**src/rtl/mah_pkg.sv**
```systemverilog
`default_nettype none

package mah_pkg;

    // Reference clock period in picoseconds (200 MHz)
    localparam int CLK_PERIOD_PS = 5000;
    localparam int PS_PER_NS     = 1000;

    // Pin-level times, as printed
    localparam int SH_LOW_NS     = 150;  // Least sample/hold low time, first mode
    localparam int MUX_SETUP_NS  = 75;   // Channel lines settled before sample/hold falls
    localparam int SETTLE_NS     = 20;   // Data valid after conversion-done falls
    localparam int RECOVER_NS    = 50;   // Gap from end of conversion to next start
    localparam int TIMEOUT_NS    = 2000; // Longest wait for conversion-done

    // Least times round up, the longest time rounds down
    localparam int SH_LOW_CYC    = (SH_LOW_NS * PS_PER_NS + CLK_PERIOD_PS - 1) / CLK_PERIOD_PS;
    localparam int MUX_SETUP_CYC = (MUX_SETUP_NS * PS_PER_NS + CLK_PERIOD_PS - 1) / CLK_PERIOD_PS;
    localparam int SETTLE_CYC    = (SETTLE_NS * PS_PER_NS + CLK_PERIOD_PS - 1) / CLK_PERIOD_PS;
    localparam int RECOVER_CYC   = (RECOVER_NS * PS_PER_NS + CLK_PERIOD_PS - 1) / CLK_PERIOD_PS;
    localparam int TIMEOUT_CYC   = (TIMEOUT_NS * PS_PER_NS) / CLK_PERIOD_PS;

    localparam int SYNC_STAGES   = 2;
    localparam int DATA_W        = 10;
    localparam int CNT_W         = 10;

    localparam logic [CNT_W-1:0] CNT_ZERO = 10'h000;
    localparam logic [CNT_W-1:0] CNT_ONE  = 10'h001;
    localparam logic [DATA_W-1:0] DATA_RST = 10'h000;

    typedef logic [CNT_W-1:0] mah_cnt_t;

    // Converter pins driven by the host
    typedef struct packed {
        logic cs_n;
        logic sh_n;
        logic rd_n;
        logic chan_sel_hi;
        logic chan_sel_lo;
    } mah_pins_t;

    localparam mah_pins_t PINS_IDLE = '{cs_n: 1'b1, sh_n: 1'b1, rd_n: 1'b1, chan_sel_hi: 1'b0, chan_sel_lo: 1'b0};

    typedef enum logic [2:0] {
        ST_IDLE,
        ST_SETUP,
        ST_SAMPLE,
        ST_WAIT_DONE,
        ST_SETTLE,
        ST_RECOVER
    } mah_state_t;

endpackage

`default_nettype wire

```
**src/rtl/mah_sync.sv**
```systemverilog
`timescale 1ns/1ps
`default_nettype none

// Two-stage synchroniser for pin inputs
module mah_sync #(
    parameter int WIDTH  = 1,
    parameter bit RST_HI = 1'b0
) (
    input  wire logic             ref_clk, // Clock
    input  wire logic             resetn,  // Synchronous reset
    input  wire logic [WIDTH-1:0] d,       // Asynchronous input
    output logic      [WIDTH-1:0] q        // Synchronised output
);

    logic [WIDTH-1:0] meta_r;

    always_ff @(posedge ref_clk) begin
        if (!resetn) begin
            meta_r <= {WIDTH{RST_HI}};
            q      <= {WIDTH{RST_HI}};
        end else begin
            meta_r <= d;
            q      <= meta_r;
        end
    end

endmodule

`default_nettype wire

```
**src/rtl/mah_host.sv**
```systemverilog
`timescale 1ns/1ps
`default_nettype none

module mah_host (
    input  wire logic                       ref_clk,     // 200 MHz clock
    input  wire logic                       resetn,      // Synchronous reset, active low
    input  wire logic                       start,       // Start one conversion
    input  wire logic [1:0]                 chan,        // Requested channel
    input  wire logic                       mode_rd,     // 1: tied-strobe mode
    input  wire logic                       four_chan,   // 1: four-input variant
    output logic                            busy,        // Conversion in progress
    output logic                            done,        // Result valid pulse
    output logic                            timeout_err, // Conversion-done never came
    output logic [mah_pkg::DATA_W-1:0]      result,      // Last result
    output logic                            cs_n,        // Chip select pin
    output logic                            sh_n,        // Sample/hold pin
    output logic                            rd_n,        // Read pin
    output logic                            chan_sel_hi, // Channel select high pin
    output logic                            chan_sel_lo, // Channel select low pin
    input  wire logic                       int_n,       // Conversion-done pin
    input  wire logic [mah_pkg::DATA_W-1:0] adc_data     // Converter data pins
);

    localparam mah_pkg::mah_cnt_t SH_LOW    = mah_pkg::mah_cnt_t'(mah_pkg::SH_LOW_CYC);
    localparam mah_pkg::mah_cnt_t MUX_SETUP = mah_pkg::mah_cnt_t'(mah_pkg::MUX_SETUP_CYC);
    localparam mah_pkg::mah_cnt_t SETTLE    = mah_pkg::mah_cnt_t'(mah_pkg::SETTLE_CYC + mah_pkg::SYNC_STAGES);
    localparam mah_pkg::mah_cnt_t RECOVER   = mah_pkg::mah_cnt_t'(mah_pkg::RECOVER_CYC);
    localparam mah_pkg::mah_cnt_t TIMEOUT   = mah_pkg::mah_cnt_t'(mah_pkg::TIMEOUT_CYC);

    mah_pkg::mah_state_t            state_r;
    mah_pkg::mah_pins_t             pins_r;
    mah_pkg::mah_cnt_t              cnt_r;
    logic                           mode_rd_r;
    logic                           int_s;
    logic [mah_pkg::DATA_W-1:0]     data_s;
    logic                           cnt_hit;

    mah_sync #(.WIDTH(1), .RST_HI(1'b1)) u_sync_int (
        .ref_clk (ref_clk),
        .resetn  (resetn),
        .d       (int_n),
        .q       (int_s)
    );

    mah_sync #(.WIDTH(mah_pkg::DATA_W), .RST_HI(1'b0)) u_sync_data (
        .ref_clk (ref_clk),
        .resetn  (resetn),
        .d       (adc_data),
        .q       (data_s)
    );

    localparam mah_pkg::mah_cnt_t CNT_LAST = mah_pkg::CNT_ONE;
    assign cnt_hit = (cnt_r == CNT_LAST);

    // Sequencer
    always_ff @(posedge ref_clk) begin
        if (!resetn) begin
            state_r   <= mah_pkg::ST_IDLE;
            cnt_r     <= mah_pkg::CNT_ZERO;
            mode_rd_r <= 1'b0;
        end else begin
            if (cnt_r != mah_pkg::CNT_ZERO) begin
                cnt_r <= cnt_r - mah_pkg::CNT_ONE;
            end
            case (state_r)
                mah_pkg::ST_IDLE: begin
                    if (start) begin
                        mode_rd_r <= mode_rd;
                        cnt_r     <= MUX_SETUP;
                        state_r   <= mah_pkg::ST_SETUP;
                    end
                end
                mah_pkg::ST_SETUP: begin
                    if (cnt_hit) begin
                        cnt_r   <= mode_rd_r ? TIMEOUT : SH_LOW;
                        state_r <= mode_rd_r ? mah_pkg::ST_WAIT_DONE : mah_pkg::ST_SAMPLE;
                    end
                end
                mah_pkg::ST_SAMPLE: begin
                    if (cnt_hit) begin
                        cnt_r   <= TIMEOUT;
                        state_r <= mah_pkg::ST_WAIT_DONE;
                    end
                end
                mah_pkg::ST_WAIT_DONE: begin
                    if (!int_s) begin
                        cnt_r   <= SETTLE;
                        state_r <= mah_pkg::ST_SETTLE;
                    end else if (cnt_hit) begin
                        cnt_r   <= RECOVER;
                        state_r <= mah_pkg::ST_RECOVER;
                    end
                end
                mah_pkg::ST_SETTLE: begin
                    if (cnt_hit) begin
                        cnt_r   <= RECOVER;
                        state_r <= mah_pkg::ST_RECOVER;
                    end
                end
                mah_pkg::ST_RECOVER: begin
                    if (cnt_r == mah_pkg::CNT_ZERO && int_s) begin
                        state_r <= mah_pkg::ST_IDLE;
                    end
                end
                default: begin
                    state_r <= mah_pkg::ST_IDLE;
                end
            endcase
        end
    end

    // Pin drive
    always_ff @(posedge ref_clk) begin
        if (!resetn) begin
            pins_r <= mah_pkg::PINS_IDLE;
        end else begin
            case (state_r)
                mah_pkg::ST_IDLE: begin
                    if (start) begin
                        pins_r.cs_n        <= 1'b0;
                        pins_r.chan_sel_lo <= chan[0];
                        pins_r.chan_sel_hi <= four_chan & chan[1];
                    end
                end
                mah_pkg::ST_SETUP: begin
                    if (cnt_hit) begin
                        pins_r.sh_n <= 1'b0;
                        pins_r.rd_n <= ~mode_rd_r;
                    end
                end
                mah_pkg::ST_SAMPLE: begin
                    if (cnt_hit) begin
                        pins_r.sh_n <= 1'b1;
                    end
                end
                mah_pkg::ST_WAIT_DONE: begin
                    if (!int_s) begin
                        pins_r.rd_n <= 1'b0;
                    end else if (cnt_hit) begin
                        pins_r <= mah_pkg::PINS_IDLE;
                    end
                end
                mah_pkg::ST_SETTLE: begin
                    if (cnt_hit) begin
                        pins_r <= mah_pkg::PINS_IDLE;
                    end
                end
                mah_pkg::ST_RECOVER: begin
                    pins_r <= mah_pkg::PINS_IDLE;
                end
                default: begin
                    pins_r <= mah_pkg::PINS_IDLE;
                end
            endcase
        end
    end

    // Result capture and status
    always_ff @(posedge ref_clk) begin
        if (!resetn) begin
            result      <= mah_pkg::DATA_RST;
            done        <= 1'b0;
            timeout_err <= 1'b0;
            busy        <= 1'b0;
        end else begin
            done        <= 1'b0;
            timeout_err <= 1'b0;
            busy        <= (state_r != mah_pkg::ST_IDLE) || start;
            if (state_r == mah_pkg::ST_SETTLE && cnt_hit) begin
                result <= data_s;
                done   <= 1'b1;
            end
            if (state_r == mah_pkg::ST_WAIT_DONE && int_s && cnt_hit) begin
                timeout_err <= 1'b1;
            end
        end
    end

    assign cs_n        = pins_r.cs_n;
    assign sh_n        = pins_r.sh_n;
    assign rd_n        = pins_r.rd_n;
    assign chan_sel_hi = pins_r.chan_sel_hi;
    assign chan_sel_lo = pins_r.chan_sel_lo;

    // Helper counters for checks
    mah_pkg::mah_cnt_t sh_low_cnt_r;
    mah_pkg::mah_cnt_t int_low_cnt_r;
    logic [1:0]        chan_req_r;

    always_ff @(posedge ref_clk) begin
        if (!resetn) begin
            sh_low_cnt_r  <= mah_pkg::CNT_ZERO;
            int_low_cnt_r <= mah_pkg::CNT_ZERO;
            chan_req_r    <= 2'h0;
        end else begin
            sh_low_cnt_r  <= pins_r.sh_n ? mah_pkg::CNT_ZERO : sh_low_cnt_r + mah_pkg::CNT_ONE;
            int_low_cnt_r <= int_s ? mah_pkg::CNT_ZERO : int_low_cnt_r + mah_pkg::CNT_ONE;
            if (start && state_r == mah_pkg::ST_IDLE) begin
                chan_req_r <= {four_chan & chan[1], chan[0]};
            end
        end
    end

    property p_sh_min_low;
        @(posedge ref_clk) disable iff (!resetn)
        ($rose(pins_r.sh_n) && !mode_rd_r) |-> (sh_low_cnt_r >= SH_LOW);
    endproperty
    a_sh_min_low: assert property (p_sh_min_low) else $error("sample/hold low too short");

    property p_tied_strobes;
        @(posedge ref_clk) disable iff (!resetn)
        (mode_rd_r && state_r != mah_pkg::ST_IDLE && state_r != mah_pkg::ST_RECOVER) |-> (pins_r.sh_n == pins_r.rd_n);
    endproperty
    a_tied_strobes: assert property (p_tied_strobes) else $error("strobes not tied");

    property p_chan_setup;
        @(posedge ref_clk) disable iff (!resetn)
        $fell(pins_r.sh_n) |-> ({pins_r.chan_sel_hi, pins_r.chan_sel_lo} == chan_req_r)
                               && $stable({pins_r.chan_sel_hi, pins_r.chan_sel_lo});
    endproperty
    a_chan_setup: assert property (p_chan_setup) else $error("channel lines not set up");

    property p_chan_index;
        @(posedge ref_clk) disable iff (!resetn)
        (start && state_r == mah_pkg::ST_IDLE && four_chan) |=> ({pins_r.chan_sel_hi, pins_r.chan_sel_lo} == $past(chan));
    endproperty
    a_chan_index: assert property (p_chan_index) else $error("channel index wrong");

    property p_two_chan_hi_low;
        @(posedge ref_clk) disable iff (!resetn)
        (start && state_r == mah_pkg::ST_IDLE && !four_chan) |=> !pins_r.chan_sel_hi;
    endproperty
    a_two_chan_hi_low: assert property (p_two_chan_hi_low) else $error("high channel line used");

    property p_settle;
        @(posedge ref_clk) disable iff (!resetn)
        done |-> ($past(int_low_cnt_r) >= SETTLE - mah_pkg::CNT_ONE) && $past(!pins_r.cs_n && !pins_r.rd_n);
    endproperty
    a_settle: assert property (p_settle) else $error("result taken too early");

    c_mode1_done: cover property (@(posedge ref_clk) disable iff (!resetn) done && !mode_rd_r);
    c_mode2_done: cover property (@(posedge ref_clk) disable iff (!resetn) done && mode_rd_r);
    c_chan3_done: cover property (@(posedge ref_clk) disable iff (!resetn) done && chan_req_r == 2'h3);
    c_timeout:    cover property (@(posedge ref_clk) disable iff (!resetn) timeout_err);

endmodule

`default_nettype wire

```
**config.mk**
```make
export PLATFORM = sky130hd
export DESIGN_NAME = mah_host
export DESIGN_NICKNAME = d
export VERILOG_FILES = /design/src/rtl/mah_pkg.sv /design/src/rtl/mah_sync.sv /design/src/rtl/mah_host.sv
export SDC_FILE = /design/constraint.sdc
export NUM_CORES = 1
export LEC_CHECK = 0
export BUFFER_PORTS_ARGS = -buffer_cell sky130_fd_sc_hd__clkbuf_2
export CAP_MARGIN = 20
export CORE_MARGIN = 10
export CORE_UTILIZATION = 56
export DETAILED_ROUTE_END_ITERATION = 12
export PLACE_DENSITY = 0.81
export SLEW_MARGIN = 5
export SYNTH_ARGS = -nofsm -noshare
export SYNTH_HDL_FRONTEND = slang
export SYNTH_SLANG_ARGS = --single-unit
```
**constraint.sdc**
```tcl
create_clock -name ref_clk -period 3 [get_ports ref_clk]
set_input_delay 0.45 -clock ref_clk [delete_from_list [all_inputs] [get_ports ref_clk]]
set_output_delay 0.45 -clock ref_clk [all_outputs]
set_load 0.05 [all_outputs]
```
* Yosys cells after proc, flatten, opt, wreduce, memory -nomap -nowiden
Index checks and enable logic that the tools add are counted.
** Word-level totals
- Flip-flop bits (word level) :: 54
- Bits in writable memories :: 0
- Memory bits (read-only) :: 0
- Latch bits :: 0
- Memories :: 0
- Logic and storage cells :: 79
** Operators by class
- Multiplexer cells :: 30
- Bitwise logic cells :: 5
- Shifts and indexed selects :: 0
- Reductions and logical operators :: 16
- Order comparisons :: 0
- Add/subtract/negate cells :: 1
- Eq/ne operators :: 11
- Divide/modulo/power cells :: 0
- $mul :: 0
** Operators by type and width (count)
- 10-bit 2-to-1 mux :: 6
- 10-bit one-hot mux with 5 select lines :: 1
- 3-bit 2-to-1 mux :: 6
- 3-bit one-hot mux with 6 select lines :: 1
- 10-bit by 1-bit equality test with 1-bit output, second input constant :: 1
- 10-bit logical NOT :: 1
- 10-bit nonzero test :: 1
- 10-bit by 1-bit subtractor with 10-bit output, second input constant :: 1
- 9-bit 2-to-1 mux :: 1
- 2-bit 2-to-1 mux :: 4
- 2-bit inequality test, second input constant :: 4
- 1-bit one-hot mux with 4 select lines :: 2
- 2-bit one-hot mux with 4 select lines :: 1
- 4-bit AND reduction :: 2
- 3-bit by 2-bit equality test with 1-bit output, second input constant :: 2
- 3-bit equality test, second input constant :: 2
- 1-bit 2-to-1 mux :: 6
- 5-bit 2-to-1 mux :: 1
- 1-bit one-hot mux with 5 select lines :: 1
- 1-bit logical AND :: 4
- 1-bit NOT :: 4
- 2-bit AND reduction :: 2
- 2-bit OR reduction :: 2
- 3-bit by 1-bit equality test with 1-bit output, second input constant :: 1
- 6 further kinds :: 6

* Logic depth before layout (Yosys ltp)
- Depth in word-level cells :: 5
- Mapped depth :: 9
- Gate-level depth less buffers :: 7

* Cells and area by module
A second synthesis with hierarchy kept.
** Second synthesis, totals
- Cells, all modules :: 250
- Area total of the unflattened synthesis :: 2349.8 um2
** Modules (own cells, without submodules)
- mah_host :: area each 1735.4 um2, sequential area each 640.6 um2, times used 1, cells each 204
- mah_sync (u_sync_data) :: area each 561.8 um2, sequential area each 400.4 um2, times used 1, cells each 42
- mah_sync (u_sync_int) :: area each 52.6 um2, sequential area each 40.0 um2, times used 1, cells each 4

* Worst setup path after synthesis
No wires, ideal clock.
- Path kind :: flip-flop to flip-flop
- From :: reg cnt_r[1]
- To :: reg chan_sel_lo (netlist name)
- Arrival :: 1.978 ns
- Cell stages (with the launch flop) :: 9
- Required time :: 2.884 ns
- Period minus slack after synthesis :: 2.094 ns
- Setup slack :: 0.906 ns
- Cell sequence :: dfxtp_1 > inv_1 > ha_1 > or3b_2 > clkbuf_1 > nor3_4 > a22o_1 > a21bo_2 > a31o_1
** Between the ends
- Cells in the longest elaborated chain, start to end :: 4
** Ends and longest elaborated chain
- start, declared :: RTL line mah_host.sv:32 : mah_pkg::mah_cnt_t cnt_r;
- start signal, assigned :: RTL line mah_host.sv:59 : cnt_r <= mah_pkg::CNT_ZERO;
- start signal, assigned :: RTL line mah_host.sv:63 : cnt_r <= cnt_r - mah_pkg::CNT_ONE;
- start signal, assigned :: RTL line mah_host.sv:75 : cnt_r <= mode_rd_r ? TIMEOUT : SH_LOW;
- 10-bit by 1-bit equality test with 1-bit output (*) :: RTL line mah_host.sv:53 : assign cnt_hit = (cnt_r == CNT_LAST);
- 5-bit 2-to-1 mux (*)
- 2-bit 2-to-1 mux
- 2-bit one-hot mux with 4 select lines (*)
Mark *: on every way between the ends. The rest lies on a longest branch, timed or not. The select of a mux whose other input is x is not followed.
A chain may end at the register's enable or synchronous reset.

* Worst setup path in the final report
- From :: reg cnt_r[1]
- To :: reg result[3] (netlist name)
** Between the ends
- Cells in the longest elaborated chain, start to end :: 2
** Ends and longest elaborated chain
- 10-bit by 1-bit equality test with 1-bit output :: RTL line mah_host.sv:53
- 1-bit logical AND :: RTL line mah_host.sv:169 : if (state_r == mah_pkg::ST_SETTLE && cnt_hit) begin
- end signal, assigned :: RTL line mah_host.sv:161 : result <= mah_pkg::DATA_RST;
- end signal, assigned :: RTL line mah_host.sv:170 : result <= data_s;
- end, declared :: RTL line mah_host.sv:14 : output logic [mah_pkg::DATA_W-1:0] result,
Every way passes these cells.

==> summary.txt <==
Logic synthesis
  – Syn_nets: about 300
  – Synth top area share: 0.449
  – Syn Inst Count: around 290
  – Top cell type by total area after synthesis: dfxtp_1
  – Mapped Avg Cell Area: 8.45 um2
  – Synth area leaders: dfxtp_1 45%, nand2_1 5.8%, and2_1 5.5%
  – Post-synthesis sequential area ratio: 0.449
  – Synth Warn #: 0
  – Synthesized area: 0.00241 mm2
  – Yosys reg bits: 54
  – FFs w/ async S/R, synth: 0
  – Top_reg_cell synth: dfxtp_1
  – Yosys cell types: 48
  – Number of synthesized flops with an enable pin: 0

Routing
  – Post-route DRC: 0
  – Via count: ~2,000
  – Total wire length: slightly above 5000 um
  – ANT nets after route: 0
  – WL per Instance: between 10 and 15 um
  – Pre-antenna DRT Iters: 4
  – DRT iter0 DRCs: ~200
  – Post-DR vias/cell: roughly 5.6

Clock tree
  – Clk buf depth: 2
  – CTS tree: yes
  – Worst-path clk slew: 100 ps
  – Postcts setup bufs: 0
  – CTS Root Cell: clkbuf_8
  – Num CTS Buffers: 5
  – CTS Sinks: 54
  – # resized after CTS: 0
  – Hold_buf cts: 0
  – # H-tree levels: 2
  – Clock latency at the later pin of the worst-skew pair: about 300 ps

Placement
  – Dpl cells: about 350
  – Detailed placement HPWL: roughly 3500 um
  – Routability congestion estimate: roughly 0.91
  – # port buffers: 35
  – DP Worst Slack: 699 ps

Worst setup path
  – Worst EP required: approximately 3200 ps
  – Critical path fanouts, max: 10
  – FF-to-FF path depth: 7
  – Startpoint types: flop
  – CP Data Arrival Time: 2510 ps
  – Element type at the critical path end: flop
  – FF-to-FF Start: cnt_r[1]$_SDFF_PN0_
  – Critical path origin: cnt_r[1]$_SDFF_PN0_
  – Crit Path Class: reg -> reg

Die
  – Top-level I/O count: 36
  – Die width: 85.6 um
  – Row Count: 23
  – Die Area: about 0.0073 mm2
  – Core area: 0.00409 mm2
  – Chip height: between 80 and 90 um
  – Initial cell density of the core: 0.589

Power
  – Leakage: 1.07 nW
  – Power Dens Cells: 795 mW/mm2
  – Worst vdd ir: 0.000374 V

Flow run
  – Number of max-cap violations: 0

Global routing
  – Vias in the first global route: roughly 1,900
  – Pin count of the biggest net entering global routing: 55
  – GRT Total Usage: 0.141
  – First-pass GRT wire length: about 8800 um
  – Total gr overflow: 0
  – Initial antenna violation count: 0

STA
  – Fmax: 432 MHz
  – Max Slew Vio Count: 0
  – Skew final: 7.44 ps
  – Fin worst setup slack: 685 ps
  – Final hold vios: 0
  – Final setup TNS: 0 ps
  – Max-slew headroom: 0.425
  – RSZ-0062 raised after global routing: false
  – Final Setup Violations: 0
  – Final Cycle Share: 0.772
  – Min Tclk post-route: about 2300 ps
  – Worst Tran Pin Value: about 860 ps

Hold path
  – Hold_sp: int_n
  – Worst hold stages: 2
  – Hold Path Class: in -> reg

Finish
  – Fillers: around 370
  – N_diodes: 0
  – Fraction of layout instances using a drive strength above 1: 0.171
  – Util after Layout: 0.654
  – Non-Filler Instances: 360
  – Commonest non-fill, non-tap cells in the layout: 54 x dfxtp_1, 37 x nand2_1, 35 x clkbuf_2
  – Area delta synth->final: 11.0%
  – Commonest non-fill, non-tap cell in the layout: dfxtp_1
  – Nets: 330

Status
  – Run status: finished clean
-- layout make-up --
cell class | instances | area, um2 | share of cell area
well taps | 50 | 62.6 | 0.0234
clock inverters | 2 | 15.0 | 0.00562
flip-flops and latches | 54 | 1080 | 0.404
repair buffers | 38 | 198 | 0.0739
clock buffers | 5 | 68.8 | 0.0257
inverters | 6 | 22.5 | 0.00842
multi-input cells | 205 | 1230 | 0.459
-- kinds of logic (layout without fill, tap and decap cells) --
group,count (synthesis),in the layout,share of synthesized area
xor gates and xnor gates,4,4,0.0145
DFF,54,54,0.449
buffers and inverters,26,51,0.0421
muxes,5,5,0.0208
adders and majority gates,2,2,0.0104
AOI/OAI and AO/OA,70,70,0.193
and+or+nand+nor,124,124,0.271
-- cell usage after synthesis (all sizes together) (2+ instances only) --
master / number
nor2b: 7
nor2: 20
nor4: 3
nand3b: 3
o2111ai: 2
a211oi: 2
a21oi: 17
or3b: 3
o21ai: 12
o22ai: 4
a21boi: 11
dfxtp: 54
nor3b: 2
and2: 21
or4: 3
nand3: 4
nand2: 37
xnor2: 3
nand2b: 6
or2: 3
inv: 6
ha: 2
mux2i: 5
o21a: 6
o31ai: 2
clkbuf: 15
a22o: 2
buf: 5
nor3: 8
-- critical path: stages (launching register included) --
cell	delay, ps
dfxtp_1	340
inv_1	80
ha_1	190
or3b_2	550
nor3_4	360
nand3_1	410
nand2_1	170
a21boi_0	90
-- metrics by stage --
stage	instance area [um2]	hold slack [ps]	total power, mW
floorplan	2410	386	1.57
global placement	2590	390	1.72
detailed placement	2590	401	1.73
CTS	2670	328	2.12
global route	2670	326	2.26
finish	2670	331	2.13
-- worst paths after layout --
kind                                                endpoint  slack (ps)
worst max register to register        result[3]$_SDFFE_PN0P_         690
worst min register to register       u_sync_int.q$_SDFF_PN1_         420
worst max-delay path                  result[3]$_SDFFE_PN0P_         690
worst min-delay path            u_sync_int.meta_r$_SDFF_PN1_         330
-- layer usage --
metal	up-vias	GRT usage	part of all wire	wire length [um]
met5	-	0	0	0
met4	0	0.0314	0.0089	46
met3	5	0.0416	0.081	415
met2	73	0.230	0.46	2390
met1	907	0.177	0.45	2290
li1	1030	-	-	-
-- state kept, by name, indices dropped and copies added (netlist names), 3 cells and up --
name	count
result	10
u_sync_data.q	10
cnt_r	10
u_sync_data.meta_r	10
state_r	3
-- power breakdown --
part	total (mW)	switching, mW	internal [mW]	leakage [nW]
Clock	0.392	0.233	0.160	0.0362
Combinational	0.853	0.522	0.330	0.593
Sequential	0.881	0.0830	0.798	0.443
Total	2.13	0.838	1.29	1.07
(Power assumes the default switching activity.)
